--- src/verilog/lam_pkg.sv ---
// Shared constants and types for the line alarm monitor
package lam_pkg;
  // Detection thresholds, in recovered bit periods
  localparam int LAM_AIS_RUN = 2048;
  localparam int LAM_WIN_LEN = 512;
  localparam int LAM_LOSS_MIN = 120;
  // Register byte offsets
  localparam logic [7:0] LAM_OFS_STATUS = 8'h00;
  localparam logic [7:0] LAM_OFS_CLEAR = 8'h04;
  localparam logic [7:0] LAM_OFS_ENABLE = 8'h08;
  localparam logic [7:0] LAM_OFS_STATE = 8'h0C;
  // Event bit positions in status, clear and enable
  localparam int LAM_EV_AIS = 0;
  localparam int LAM_EV_LOSS = 1;
  localparam int LAM_EV_TAKE = 2;
  localparam int LAM_EV_N = 3;
  // State register bit positions
  localparam int LAM_ST_AIS = 0;
  localparam int LAM_ST_LOSS = 1;
  localparam int LAM_ST_SERVICE = 2;
  localparam int LAM_ST_ALARM = 3;
  // Reset values
  localparam logic [2:0] LAM_STATUS_RST = 3'h0;
  localparam logic [2:0] LAM_ENABLE_RST = 3'h0;
  // Module role in a protected pair
  typedef enum logic {LAM_MAIN, LAM_STANDBY} lam_role_e;
  // Synchronised pin set
  typedef struct packed {
    logic mark_pos;
    logic mark_neg;
    logic button;
    logic ext_req_n;
    logic inhibit;
    logic ais_dis;
    logic release_n;
  } lam_pins_s;
  // Synchroniser reset value: active-low pins idle high, the rest idle low
  localparam logic [6:0] LAM_PIN_RST = 7'h09;
endpackage

--- src/verilog/lam_window.sv ---
// Windowed ones counter that flags data loss
`timescale 1ns/10ps
`default_nettype none
module lam_window #(
  parameter int WIN_LEN = lam_pkg::LAM_WIN_LEN,
  parameter int LOSS_MIN = lam_pkg::LAM_LOSS_MIN
) (
  input wire logic pclk,
  input wire logic presetn,
  input wire logic one,
  output var logic loss
);
  localparam int CW = $clog2(WIN_LEN);
  localparam int OW = $clog2(WIN_LEN + 1);

  logic [CW-1:0] cyc_r, cyc_nxt;
  logic [OW-1:0] ones_r, ones_nxt, total;
  logic loss_r, loss_nxt, win_end;

  // Fixed, non-overlapping windows; verdict only at the last period
  always_comb begin
    win_end = (cyc_r == CW'(WIN_LEN - 1));
    total = ones_r + OW'(one);
    cyc_nxt = win_end ? '0 : cyc_r + CW'(1);
    ones_nxt = win_end ? '0 : total;
    loss_nxt = win_end ? (total < OW'(LOSS_MIN)) : loss_r;
  end

  always_ff @(posedge pclk or negedge presetn) begin
    if (!presetn) begin
      cyc_r <= '0;
      ones_r <= '0;
      loss_r <= 1'b0;
    end else begin
      cyc_r <= cyc_nxt;
      ones_r <= ones_nxt;
      loss_r <= loss_nxt;
    end
  end

  assign loss = loss_r;
endmodule
`default_nettype wire

--- src/verilog/lam_monitor.sv ---
// Line alarm monitor: alarm detection, changeover control, APB registers
// Overview of operation
// - Flag alarm indication after 2048 or more consecutive ones.
// - Flag data loss when under 120 ones occur in 512 periods.
// - General alarm on data loss, or on alarm indication unless link fitted.
// - Grounded external request acts like the front-panel button unless inhibit is set.
// - Separate indicators for loss, alarm indication, in service, standby.
// - Button may make this module main only with no alarm present.
// - External request ignored while changeover inhibit switch is set.
// - A mark of either polarity counts as one data one.
`timescale 1ns/10ps
`default_nettype none
module lam_monitor #(
  parameter int AIS_RUN = lam_pkg::LAM_AIS_RUN,
  parameter int WIN_LEN = lam_pkg::LAM_WIN_LEN,
  parameter int LOSS_MIN = lam_pkg::LAM_LOSS_MIN
) (
  input wire logic pclk,
  input wire logic presetn,
  input wire logic [7:0] paddr,
  input wire logic psel,
  input wire logic penable,
  input wire logic pwrite,
  input wire logic [31:0] pwdata,
  output logic [31:0] prdata,
  output logic pready,
  output logic pslverr,
  input wire logic mark_pos,
  input wire logic mark_neg,
  input wire logic change_button,
  input wire logic ext_request_n,
  input wire logic inhibit_switch,
  input wire logic alarm_indication_disable_link,
  input wire logic standby_release_n,
  output logic general_alarm_n,
  output logic led_data_loss,
  output logic led_ais,
  output logic led_in_service,
  output logic led_standby,
  output logic irq
);
  localparam int RW = $clog2(AIS_RUN + 1);
  localparam int NP = $bits(lam_pkg::lam_pins_s);
  localparam int NE = lam_pkg::LAM_EV_N;

  // Two-stage synchronisers; first stage read only by the second
  // Reset to pin idle levels so no false release or request follows reset
  logic [NP-1:0] raw, s1_r, s2_r;
  lam_pkg::lam_pins_s pin;
  assign raw = {mark_pos, mark_neg, change_button, ext_request_n, inhibit_switch,
                alarm_indication_disable_link, standby_release_n};
  genvar gi;
  generate
    for (gi = 0; gi < NP; gi++) begin : g_sync
      always_ff @(posedge pclk or negedge presetn) begin
        if (!presetn) begin
          s1_r[gi] <= lam_pkg::LAM_PIN_RST[gi];
          s2_r[gi] <= lam_pkg::LAM_PIN_RST[gi];
        end else begin
          s1_r[gi] <= raw[gi];
          s2_r[gi] <= s1_r[gi];
        end
      end
    end
  endgenerate
  assign pin = lam_pkg::lam_pins_s'(s2_r);

  // Either mark polarity is a one; HDB3 alternates pulse sign
  logic one;
  assign one = pin.mark_pos | pin.mark_neg;

  // Consecutive-ones run, saturating so a long alarm does not wrap
  logic [RW-1:0] run_r, run_nxt;
  logic ais;
  always_comb begin
    if (!one) begin
      run_nxt = '0;
    end else if (run_r == RW'(AIS_RUN)) begin
      run_nxt = run_r;
    end else begin
      run_nxt = run_r + RW'(1);
    end
  end
  assign ais = (run_r == RW'(AIS_RUN));

  // Data loss over fixed windows
  logic loss;
  lam_window #(.WIN_LEN(WIN_LEN), .LOSS_MIN(LOSS_MIN)) u_window (
    .pclk(pclk),
    .presetn(presetn),
    .one(one),
    .loss(loss)
  );

  // Changeover request: button or grounded external input, edge triggered
  logic req_lvl, req_edge, req_prev_r, gen;
  assign req_lvl = pin.button | (~pin.ext_req_n & ~pin.inhibit);
  assign req_edge = req_lvl & ~req_prev_r;
  assign gen = loss | (ais & ~pin.ais_dis);

  // Role: powers up as main; partner status drops us to standby
  lam_pkg::lam_role_e role_r, role_nxt;
  always_comb begin
    role_nxt = role_r;
    case (role_r)
      lam_pkg::LAM_MAIN: begin
        if (!pin.release_n) begin
          role_nxt = lam_pkg::LAM_STANDBY;
        end
      end
      lam_pkg::LAM_STANDBY: begin
        // Refusing on any alarm keeps a faulty path from seizing traffic
        if (req_edge && !ais && !loss) begin
          role_nxt = lam_pkg::LAM_MAIN;
        end
      end
      default: role_nxt = lam_pkg::LAM_MAIN;
    endcase
  end

  // Events, sticky status, enable; a set beats a same-cycle clear
  logic acc, wr, hit;
  logic [NE-1:0] ev, clr, status_r, status_nxt, enable_r, enable_nxt;
  logic ais_prev_r, loss_prev_r;
  assign acc = psel & penable;
  assign wr = acc & pwrite;
  assign ev = {role_r == lam_pkg::LAM_STANDBY && role_nxt == lam_pkg::LAM_MAIN,
               loss & ~loss_prev_r, ais & ~ais_prev_r};
  assign clr = (wr && paddr == lam_pkg::LAM_OFS_CLEAR) ? pwdata[NE-1:0] : '0;
  always_comb begin
    status_nxt = (status_r & ~clr) | ev;
    enable_nxt = (wr && paddr == lam_pkg::LAM_OFS_ENABLE) ? pwdata[NE-1:0] : enable_r;
  end

  // Registered outputs so pins never glitch on comparator settling
  logic alarm_n_nxt, loss_led_nxt, ais_led_nxt, serv_nxt;
  always_comb begin
    alarm_n_nxt = ~gen;
    loss_led_nxt = loss;
    ais_led_nxt = ais;
    serv_nxt = (role_nxt == lam_pkg::LAM_MAIN);
  end

  always_ff @(posedge pclk or negedge presetn) begin
    if (!presetn) begin
      run_r <= '0;
      req_prev_r <= 1'b0;
      role_r <= lam_pkg::LAM_MAIN;
      status_r <= lam_pkg::LAM_STATUS_RST;
      enable_r <= lam_pkg::LAM_ENABLE_RST;
      ais_prev_r <= 1'b0;
      loss_prev_r <= 1'b0;
      general_alarm_n <= 1'b1;
      led_data_loss <= 1'b0;
      led_ais <= 1'b0;
      led_in_service <= 1'b1;
      led_standby <= 1'b0;
    end else begin
      run_r <= run_nxt;
      req_prev_r <= req_lvl;
      role_r <= role_nxt;
      status_r <= status_nxt;
      enable_r <= enable_nxt;
      ais_prev_r <= ais;
      loss_prev_r <= loss;
      general_alarm_n <= alarm_n_nxt;
      led_data_loss <= loss_led_nxt;
      led_ais <= ais_led_nxt;
      led_in_service <= serv_nxt;
      led_standby <= ~serv_nxt;
    end
  end

  assign irq = |(status_r & enable_r);

  // Zero-wait APB slave; unmapped offsets answer with an error
  always_comb begin
    prdata = 32'h0000_0000;
    hit = 1'b1;
    case (paddr)
      lam_pkg::LAM_OFS_STATUS: prdata[NE-1:0] = status_r;
      lam_pkg::LAM_OFS_CLEAR: prdata = 32'h0000_0000;
      lam_pkg::LAM_OFS_ENABLE: prdata[NE-1:0] = enable_r;
      lam_pkg::LAM_OFS_STATE: begin
        prdata[lam_pkg::LAM_ST_AIS] = ais;
        prdata[lam_pkg::LAM_ST_LOSS] = loss;
        prdata[lam_pkg::LAM_ST_SERVICE] = (role_r == lam_pkg::LAM_MAIN);
        prdata[lam_pkg::LAM_ST_ALARM] = gen;
      end
      default: hit = 1'b0;
    endcase
  end
  assign pready = 1'b1;
  assign pslverr = acc & ~hit;
endmodule
`default_nettype wire

--- config.mk ---
export PLATFORM = sky130hd
export DESIGN_NAME = lam_monitor
export DESIGN_NICKNAME = d
export VERILOG_FILES = /design/src/verilog/lam_pkg.sv /design/src/verilog/lam_window.sv /design/src/verilog/lam_monitor.sv
export SDC_FILE = /design/constraint.sdc
export NUM_CORES = 1
export LEC_CHECK = 0
export BUFFER_PORTS_ARGS = -buffer_cell sky130_fd_sc_hd__buf_4
export CORE_ASPECT_RATIO = 2
export CORE_MARGIN = 2
export CORE_UTILIZATION = 46
export DETAILED_ROUTE_END_ITERATION = 8
export PLACE_DENSITY = 0.79
export SETUP_SLACK_MARGIN = 0.15
export SLEW_MARGIN = 20
export SYNTH_ARGS = -nofsm -noshare
export SYNTH_HDL_FRONTEND = slang
export SYNTH_SLANG_ARGS = --single-unit
--- constraint.sdc ---
create_clock -name pclk -period 2.5 [get_ports pclk]
set_input_delay 0.5 -clock pclk [delete_from_list [all_inputs] [get_ports pclk]]
set_output_delay 0.5 -clock pclk [all_outputs]
set_load 0.02 [all_outputs]
==> impl_results.md, run 1 <==
- Post-Route Utilization: 56.89%
- Met1 Use GR: 18.34%
- Worst slew margin: a little over half
- Setup TNS: 0 ps
- Crit-path max FO: 2
- First-pass GRT wire length: 8452 um
- Inserted Clock Buffers: 9
- Share of layout cells above drive strength 1: around a quarter
- Least-Margin Pin Slew: 703.9 ps
- Post-synth cell types: 45
- Die Width: about 59 um
- Max_cap viols: 0
- DRC violations left: 0
- Io pins: 92
- VDD IR-drop max: 0.0004765 V
- Startpoint types: flop
- Final Max Tran Viols: 0
- CP Launch Point: run_r[1]
- GRT busiest layer: met2
- Yosys warning count: 0
- Critical path's slowest cell: dfrtp_1
- Top cell type's share of synthesized area: ~46%
- RSZ-0062 raised after global routing: true
- Data arrival, critical path: 1860 ps
- Final Skew: roughly 6.6 ps
- Worst R2R End: u_window.loss
- Setup slack, reg-to-reg: 430 ps
- Mapped Avg Cell Area: 10.78 um2
- Final count of hold timing violations: 0
- TritonCTS clock tree: yes
- FF-to-FF Start: pin[5]
- Register area share after synthesis: 52.05%
- Vias per cell: 5.164
- Synth top cells by count: 52 x dfrtp_1, 30 x buf_4, 26 x nor2_1
- Bufs on Longest Clock Path: 2
- Detailed Place HPWL: around 3400 um
- Die Y: 114.4 um
- Top Family by Delay on Critical Path: simple AND/OR/NAND/NOR gates
- Top-count cell post-synth: dfrtp_1
- Clock root buffer: clkbuf_16
- Status: complete, no violations
- Max Freq: between 400 and 500 MHz
- Global Route met2 Usage: 27.99%
- Cell Area, Synth: 0.002803 mm2
- Die area: 0.006771 mm2
- Gate power share: 15.1%
- Initial antenna violation count: 0
- Rows: 40
- Cell count after synthesis: 260
- Crit. End Element: output port
- Tot GR Track Use: ~17%
- Clock Latency Late Sink: around 320 ps
- Pint: roughly 0.0021 W
- I/O Buffers: 33
- Total Wirelength: roughly 5000 um
- Dpl cells: 350
- CP Cell Sequence: inv_2 -> ha_4 -> nor4b_4 -> nand4_2 -> o21a_1 -> and4b_1 -> buf_6
- Number of synthesized flops with an enable pin: 0
- Clock Sinks: 58
- Post-layout minimum cycle time: 2360 ps
- Leakage power: 1.610 nW
- FILL cells: 483
- Clk slew on worst S/H paths: 50 ps
- Vias: 1,916
- Final Cycle Share: 94.40%
- HP Class: in2async
- Req. time, crit path: 2000 ps
- CTS H-tree lvls: 3
- Ant diodes: 0
- Ys async rst share: 100.0%
- Post-synth top flop: dfrtp_1
- Max stage delay on crit path: 390 ps
- Initial Util: 47.06%
- Largest net degree at the start of global routing: around 60
- Gpl congestion: ~0.84
- Crit path to: prdata[3]
- Core Box Area: 0.005956 mm2
- Leading area contributor after synthesis: dfrtp_1
- Final ANT Viol Nets: 0
- Flop pwr share: 41.6%
- Power Dens Cells: 832.7 mW/mm2
- Sw Ratio: 25.79%
- WP buf/inv: 2
- Clk pwr share: roughly 43%
- FF+latch count, synth: 58
- Final setup violation count: 0
- GRT overflow: 0
- Avg WL per Cell: 13.41 um
- Largest cells by area after synthesis: dfrtp_1 46%, buf_4 8.0%, dfstp_2 5.6%, nor2_1 3.5%, xor2_1 3.4%
- NetSw: 0.0007277 W
- Vias in the first global route: 1,895
- DR iter-0 viols: 119
- Fin cells: ~370
- Cell depth of the worst setup path: 7
- Area grow syn2layout: 20.89%
- GR Util met3: 4.181%
- Final nets: 362
- Setup Crit Path Kind: reg2out
- Drt pass-1 iters: 4
- R2R cell count: 8
## power groups by stage
| stage | clock network (W) | registers, W | logic (W) |
|---|---|---|---|
| 6_report | 0.00122 | 0.00117 | 0.000425 |
| 5_1_grt | 0.00130 | 0.00119 | 0.000484 |
| 4_1_cts | 0.00124 | 0.00116 | 0.000426 |
| 3_5_place_dp | 0 | 0.00118 | 0.000379 |
| 3_3_place_gp | 0 | 0.00117 | 0.000367 |
| 2_1_floorplan | 0 | 0.00114 | 0.000346 |
## through the flow
step | instance area [um2] | worst slack (ps) | hold WS (ps) | total power (W)
2_1_floorplan | 2904 | 273.7 | 204.4 | 0.001481
3_3_place_gp | 3005 | 349.9 | 331.5 | 0.001539
3_5_place_dp | 3005 | 325.6 | 337.0 | 0.001559
4_1_cts | 3363 | 159.1 | 259.2 | 0.002835
5_1_grt | 3388 | 47.37 | 282.8 | 0.002969
6_report | 3388 | 139.9 | 232.4 | 0.002822
## flip-flops by register name, summed over array words and instances, names as in the netlist
| register | flops |
|---|---|
| ais_prev_r | 1 |
| s1_r | 7 |
| pin | 7 |
| u_window.loss | 1 |
| run_r | 12 |
| loss_prev_r | 1 |
| u_window.ones_r | 10 |
| general_alarm_n | 1 |
| req_prev_r | 1 |
| enable_r | 3 |
| status_r | 3 |
| led_in_service | 1 |
| role_r | 1 |
| u_window.cyc_r | 9 |
## placed cells by master, fill, tap and decap left out, drive strengths merged, types with 8 or more instances in the layout
cell type and count:
xor2 11, nand3 15, nor2 27, dfrtp 52
nand2 12, inv 9, xnor2 9, nand4 8
clkbuf 14, buf 41, conb 29
## layout make-up
cell class	instances	area (um2)	area share, %
Clock inverter	2	35.03	1.034
Multi-Input combinational cell	184	1194	35.23
Sequential cell	58	1461	43.13
Tap cell	63	78.83	2.326
Clock buffer	14	274.0	8.087
Inverter	9	33.78	0.9970
Timing Repair Buffer	41	311.5	9.195
## how the worst min path moves through the flow
stage          startpoint  slack (ps)  cells past startpoint    endpoint
2_1_floorplan     presetn         200                      0  ais_prev_r
3_3_place_gp      s1_r[4]         330                      0      pin[4]
3_5_place_dp      s1_r[5]         340                      0      pin[5]
4_1_cts           presetn         260                      1   run_r[10]
5_1_grt          mark_neg         280                      1     s1_r[5]
6_report          presetn         230                      1   run_r[10]
## layer usage
metal | vias up | share of wire (%)
met2 | 54 | 56
met5 | - | 0
li1 | 916 | -
met4 | 0 | 2.0
met3 | 9 | 3.6
met1 | 937 | 39
## what timing repair did
action	CTS	global route
endpoints found under the hold margin	0	0
pin swaps	1	4
hold buffers	0	0
buffers inserted	4	1
endpoints found under the setup margin	2	2
gates resized for setup	3	6
## logic make-up (layout without fill, tap and decap cells)
group | Yosys count | count (layout) | synth area share [%]
AOI/OAI and AO/OA | 28 | 28 | 6.428
xor gates and xnor gates | 20 | 20 | 6.250
adders and majority gates | 7 | 7 | 3.125
buffers and inverters | 45 | 66 | 10.04
DFF | 58 | 58 | 52.05
muxes | 7 | 7 | 2.634
other | 2 | 29 | 0.2680
and+or+nand+nor | 93 | 93 | 19.20
Note: power is estimated with default switching activity, not from simulation.
==> inputs of run 2 (changes only) <==
Settings changed: CORE_UTILIZATION 46 to 50, PLACE_DENSITY 0.79 to 0.84.
==> impl_results.md, run 2 (synthesis gave the netlist of run 1 again) <==
- Max reg flops: 12
- Hold Buf Count CTS: 0
- R2R cell count: 8
- Die Width: 56.94 um
- Vias per cell: a little over 5
- Share of layout cells above drive strength 1: 24.36%
- Max_cap viols: 0
- Setup slack, reg-to-reg: between 400 and 500 ps
- Final Skew: 8.629 ps
- Power Dens Cells: a little under 800 mW/mm2
- Req. time, crit path: around 2000 ps
- Bufs on Longest Clock Path: 2
- Most frequent cells in the layout: 51 x dfrtp_1, 44 x buf_4, 29 x conb_1, 26 x nor2_1, 14 x nand3_1
- Crit-path max FO: 3
- Status: complete, no violations
- Inserted Clock Buffers: 9
- First-pass GRT wire length: between 8000 and 9000 um
- Least-Margin Pin Slew: 713.4 ps
- Initial Util: around half
- Largest register by flop count: run_r
- Placement Cell Area: 0.003002 mm2
- Vias in the first global route: 1,902
- Vias: 1,932
- Initial antenna violation count: 0
- Drt pass-1 iters: 4
- Setup Crit Path Kind: reg2out
- Rows: 38
- Gpl congestion: between 0.7 and 0.8
- I/O Buffers: 33
- Max Freq: 419.5 MHz
- Die area: 0.006257 mm2
- CTS H-tree lvls: 3
- Tot GR Track Use: between 10% and 20%
- CP Cell Sequence: inv_1 -> ha_1 -> nor4b_4 -> nand4_2 -> o21a_1 -> and4b_1 -> buf_4
- Max Used Layer: met4
- Dpl cells: 347
- Biggest regs: run_r x12, u_window.ones_r x10, u_window.cyc_r x9
- FILL cells: 456
- Final ANT Viol Nets: 0
- FF-to-FF Start: pin[5]
- Avg WL per Cell: around 13 um
- Die Y: between 100 and 150 um
- Startpoint types: flop
- Largest net degree at the start of global routing: 59
- Clock root buffer: clkbuf_8
- Critical path's slowest cell: dfrtp_1
- Area grow syn2layout: 19.55%
- Total power: 0.002662 W
- Clock Sinks: between 50 and 60
- Post-layout minimum cycle time: roughly 2400 ps
- DR iter-0 viols: 61
- Core Box Area: between 0.005 and 0.006 mm2
- Clock Latency Late Sink: approximately 330 ps
- Detailed Place HPWL: 3392 um
- Total Wirelength: roughly 5000 um
- DRC violations left: 0
- Final Max Tran Viols: 0
- Ant diodes: 0
- Worst R2R End: u_window.loss
- VDD IR-drop max: 0.0005291 V
- Most common cell after layout, fill and taps aside: dfrtp_1
- Fin area: 0.003351 mm2
- Worst slew margin: a little over half
- Met1 Wirelength: 1868 um
- Clk slew on worst S/H paths: roughly 60 ps
- TritonCTS clock tree: yes
- Leakage power: 1.602 nW
- HP Class: in2async
- Final Cycle Share: 95.36%
- Post-Route Utilization: 61.82%
- Final nets: 366
- GRT overflow: 0
- Wire length on met3: 229 um
- Data arrival, critical path: approximately 1900 ps
- WL met2: 2751 um
- RSZ-0062 raised after global routing: true
- Final count of hold timing violations: 0
- Io pins: 92
- Crit. End Element: output port
- Final setup violation count: 0
- Fin cells: around 370
- Setup TNS: 0 ps
- Max stage delay on crit path: roughly 390 ps
-- run 2: layout make-up --
cell class	count	area, um2	area share, %
multi-input combinational	184	1187	35.44
clock inverter	4	97.59	2.913
clock buffer	12	155.1	4.630
tap	60	75.07	2.240
inverter	9	33.78	1.008
sequential	58	1460	43.58
timing repair buffer	45	341.6	10.19
-- run 2: what timing repair did --
action | 4_1_cts | 5_1_grt
setup buffers | 7 | 2
pin swaps | 2 | 1
resized for setup | 3 | 2
endpoints found under the setup margin | 2 | 2
-- run 2: worst max-delay path by stage --
stage,from,to,cells after the start
3_3_place_gp,run_r[0],prdata[3],7
5_1_grt,run_r[0],prdata[3],7
4_1_cts,run_r[0],prdata[3],7
2_1_floorplan,pin[5],u_window.loss,9
3_5_place_dp,run_r[0],prdata[3],7
6_report,run_r[0],prdata[3],7
-- run 2: metrics by stage --
stage,worst slack (ps),hold WS [ps]
2_1_floorplan,273.7,204.4
3_3_place_gp,308.6,332.6
3_5_place_dp,310.9,336.2
4_1_cts,116.8,239.7
5_1_grt,14.05,256.2
6_report,115.9,216.6
-- run 2: metal layers --
| layer | GRT usage (%) | vias up |
|---|---|---|
| met5 | 0 | - |
| met4 | 12.13 | 0 |
| met3 | 3.294 | 10 |
| met2 | 30.38 | 64 |
| met1 | 19.01 | 931 |
| li1 | - | 927 |
-- run 2: worst max-delay path, delay by kind of cell, from the launching register on --
family                   cells  cell delay [ps]
AND/OR/NAND/NOR              3              590
flip-flops                   1              390
AO/OA/AOI/OAI                1              230
buffers and inverters        2              210
adder cells (fa/ha/maj)      1              140
-- run 2: report_power, final --
part | total [W] | switching, W | internal [W]
combinational | 0.000438 | 0.000229 | 0.000209
sequential | 0.00116 | 0.000112 | 0.00104
clock | 0.00107 | 0.000351 | 0.000717
total | 0.00266 | 0.000692 | 0.00197
==> inputs of run 3 (changes only) <==
Clock period 2.5 ns to 2.7 ns, I/O delays scaled along.
==> impl_results.md, run 3 (synthesis gave the netlist of run 1 again) <==
- Rows: 38
- Final nets: 361
- Final setup violation count: 0
- Most common cell after layout, fill and taps aside: dfrtp_1
- Initial Util: 51.71%
- First-pass GRT wire length: 7852 um
- Die area: 0.006257 mm2
- Max_cap viols: 0
- Io pins: 92
- Setup Crit Path Kind: reg2out
- Leakage power: 1.557 nW
- Core Box Area: 0.005420 mm2
- Final Skew: approximately 14 ps
- Gate power share: between 10% and 20%
- Avg WL per Cell: around 13 um
- Max Used Layer: met4
- Sw Ratio: 28.12%
- Crit. End Element: output port
- Inserted Clock Buffers: 9
- Initial antenna violation count: 0
- Largest net degree at the start of global routing: between 50 and 60
- Detailed Place HPWL: roughly 3400 um
- Met1 Wirelength: 1887 um
- Clock root buffer: clkbuf_8
- Area grow syn2layout: 16.47%
- Final count of hold timing violations: 0
- HP Class: in2async
- Vias: 1,921
- WP buf/inv: 2
- I/O Buffers: 33
- Most frequent cells in the layout: 50 x dfrtp_1, 38 x buf_4, 29 x conb_1, 26 x nor2_1, 14 x nand3_1
- Crit-path max FO: 3
- Flop pwr share: 49.0%
- Hold WS: approximately 260 ps
- Final Cycle Share: 92.05%
- Pint: ~0.0016 W
- Die Width: 56.94 um
- Top Family by Delay on Critical Path: simple AND/OR/NAND/NOR gates
- Least-Margin Pin Slew: 705.0 ps
- Vias per cell: 5.234
- Final ANT Viol Nets: 0
- Max stage delay on crit path: approximately 400 ps
- Req. time, crit path: 2160 ps
- Setup TNS: 0 ps
- WL met2: 2613 um
- Vias in the first global route: 1,863
- RSZ-0062 raised after global routing: false
- Die Y: 109.9 um
- Startpoint types: flop
- Worst slew margin: 53.00%
- Clk slew on worst S/H paths: approximately 60 ps
- Data arrival, critical path: 1950 ps
- Drt pass-1 iters: 4
- NetSw: 0.0006206 W
- Tot GR Track Use: 16.03%
- Clk pwr share: 33.3%
- Wire length on met3: 198 um
- Gpl congestion: roughly 0.79
- Clock Sinks: 58
- FILL cells: 463
- DRC violations left: 0
- Max reg flops: 12
- Final Max Tran Viols: 0
- Power Dens Cells: 676.0 mW/mm2
- Largest register by flop count: run_r
- Share of layout cells above drive strength 1: 23.78%
- Clock Latency Late Sink: between 300 and 400 ps
- CP Cell Sequence: inv_1 -> ha_4 -> nor4b_4 -> nand4_2 -> o21a_1 -> and4b_1 -> buf_6
- Max Freq: 402.4 MHz
- Total Wirelength: 4771 um
- Total power: 0.002207 W
- TritonCTS clock tree: yes
- Bufs on Longest Clock Path: 2
- Biggest regs: run_r x12, u_window.ones_r x10, u_window.cyc_r x9
- CTS H-tree lvls: 3
- DR iter-0 viols: 67
- Status: complete, no violations
- Hold Buf Count CTS: 0
- VDD IR-drop max: 0.0005476 V
- Critical path's slowest cell: dfrtp_1
- Post-layout minimum cycle time: 2485 ps
- GRT overflow: 0
- Ant diodes: 0
## run 3: power groups by stage
stage | Combinational (W) | Sequential [W] | Clock, W
after floorplan | 0.000320 | 0.00105 | 0
after global placement | 0.000338 | 0.00108 | 0
after detailed placement | 0.000352 | 0.00109 | 0
after CTS | 0.000355 | 0.00108 | 0.000756
after global routing | 0.000440 | 0.00110 | 0.000796
final | 0.000391 | 0.00108 | 0.000734
## run 3: path summary, 6_finish.rpt
kind	depth (start not counted)	end	slack, ps	start
setup / recovery	7	prdata[3]	210	run_r[1]
hold / removal	1	s1_r[5]	260	presetn
setup reg to reg	8	u_window.loss	670	pin[5]
hold reg to reg	0	pin[4]	350	s1_r[4]
max in group asynchronous	1	run_r[0]	1920	presetn
min in group pclk	1	s1_r[1]	330	alarm_indication_disable_link
## run 3: through the flow
step	cells	area (um2)	util (%)	setup WS [ps]
final	367	3264	60.23	214.6
after global routing	367	3264	60.23	88.67
after CTS	365	3209	59.21	204.5
after detailed placement	346	2994	55.24	454.8
after global placement	346	2994	55.24	469.1
after floorplan	287	2904	-	473.7
## run 3: repair_timing
action	4_1_cts	5_1_grt
pin swaps	1	2
gates resized for setup	0	9
endpoints found under the setup margin	1	2
setup buffers	3	2
## run 3: cell type report
type                            instances  area, um2  share of cell area (%)
Sequential cell                        58       1461                   44.77
Clock inverter                          2      10.01                  0.3066
Clock buffer                           14      182.7                   5.596
Tap cell                               60      75.07                   2.300
Timing Repair Buffer                   40      307.8                   9.429
Multi-Input combinational cell        184       1194                   36.57
Inverter                                9      33.78                   1.035
## run 3: worst register-to-register path, cell delays in order, from the launching register on
cell and delay (ps):
dfrtp_1 350, nor2_1 130, inv_1 90, ha_1 190
ha_1 230, a211o_1 310, a2111oi_0 420, o21ai_1 100
o22ai_1 130
## run 3: metal layers
metal | global-route usage, % | up-vias
met2 | 29.06 | 50
met5 | 0 | -
met1 | 16.89 | 946
met4 | 7.807 | 0
met3 | 4.000 | 7
li1 | - | 918
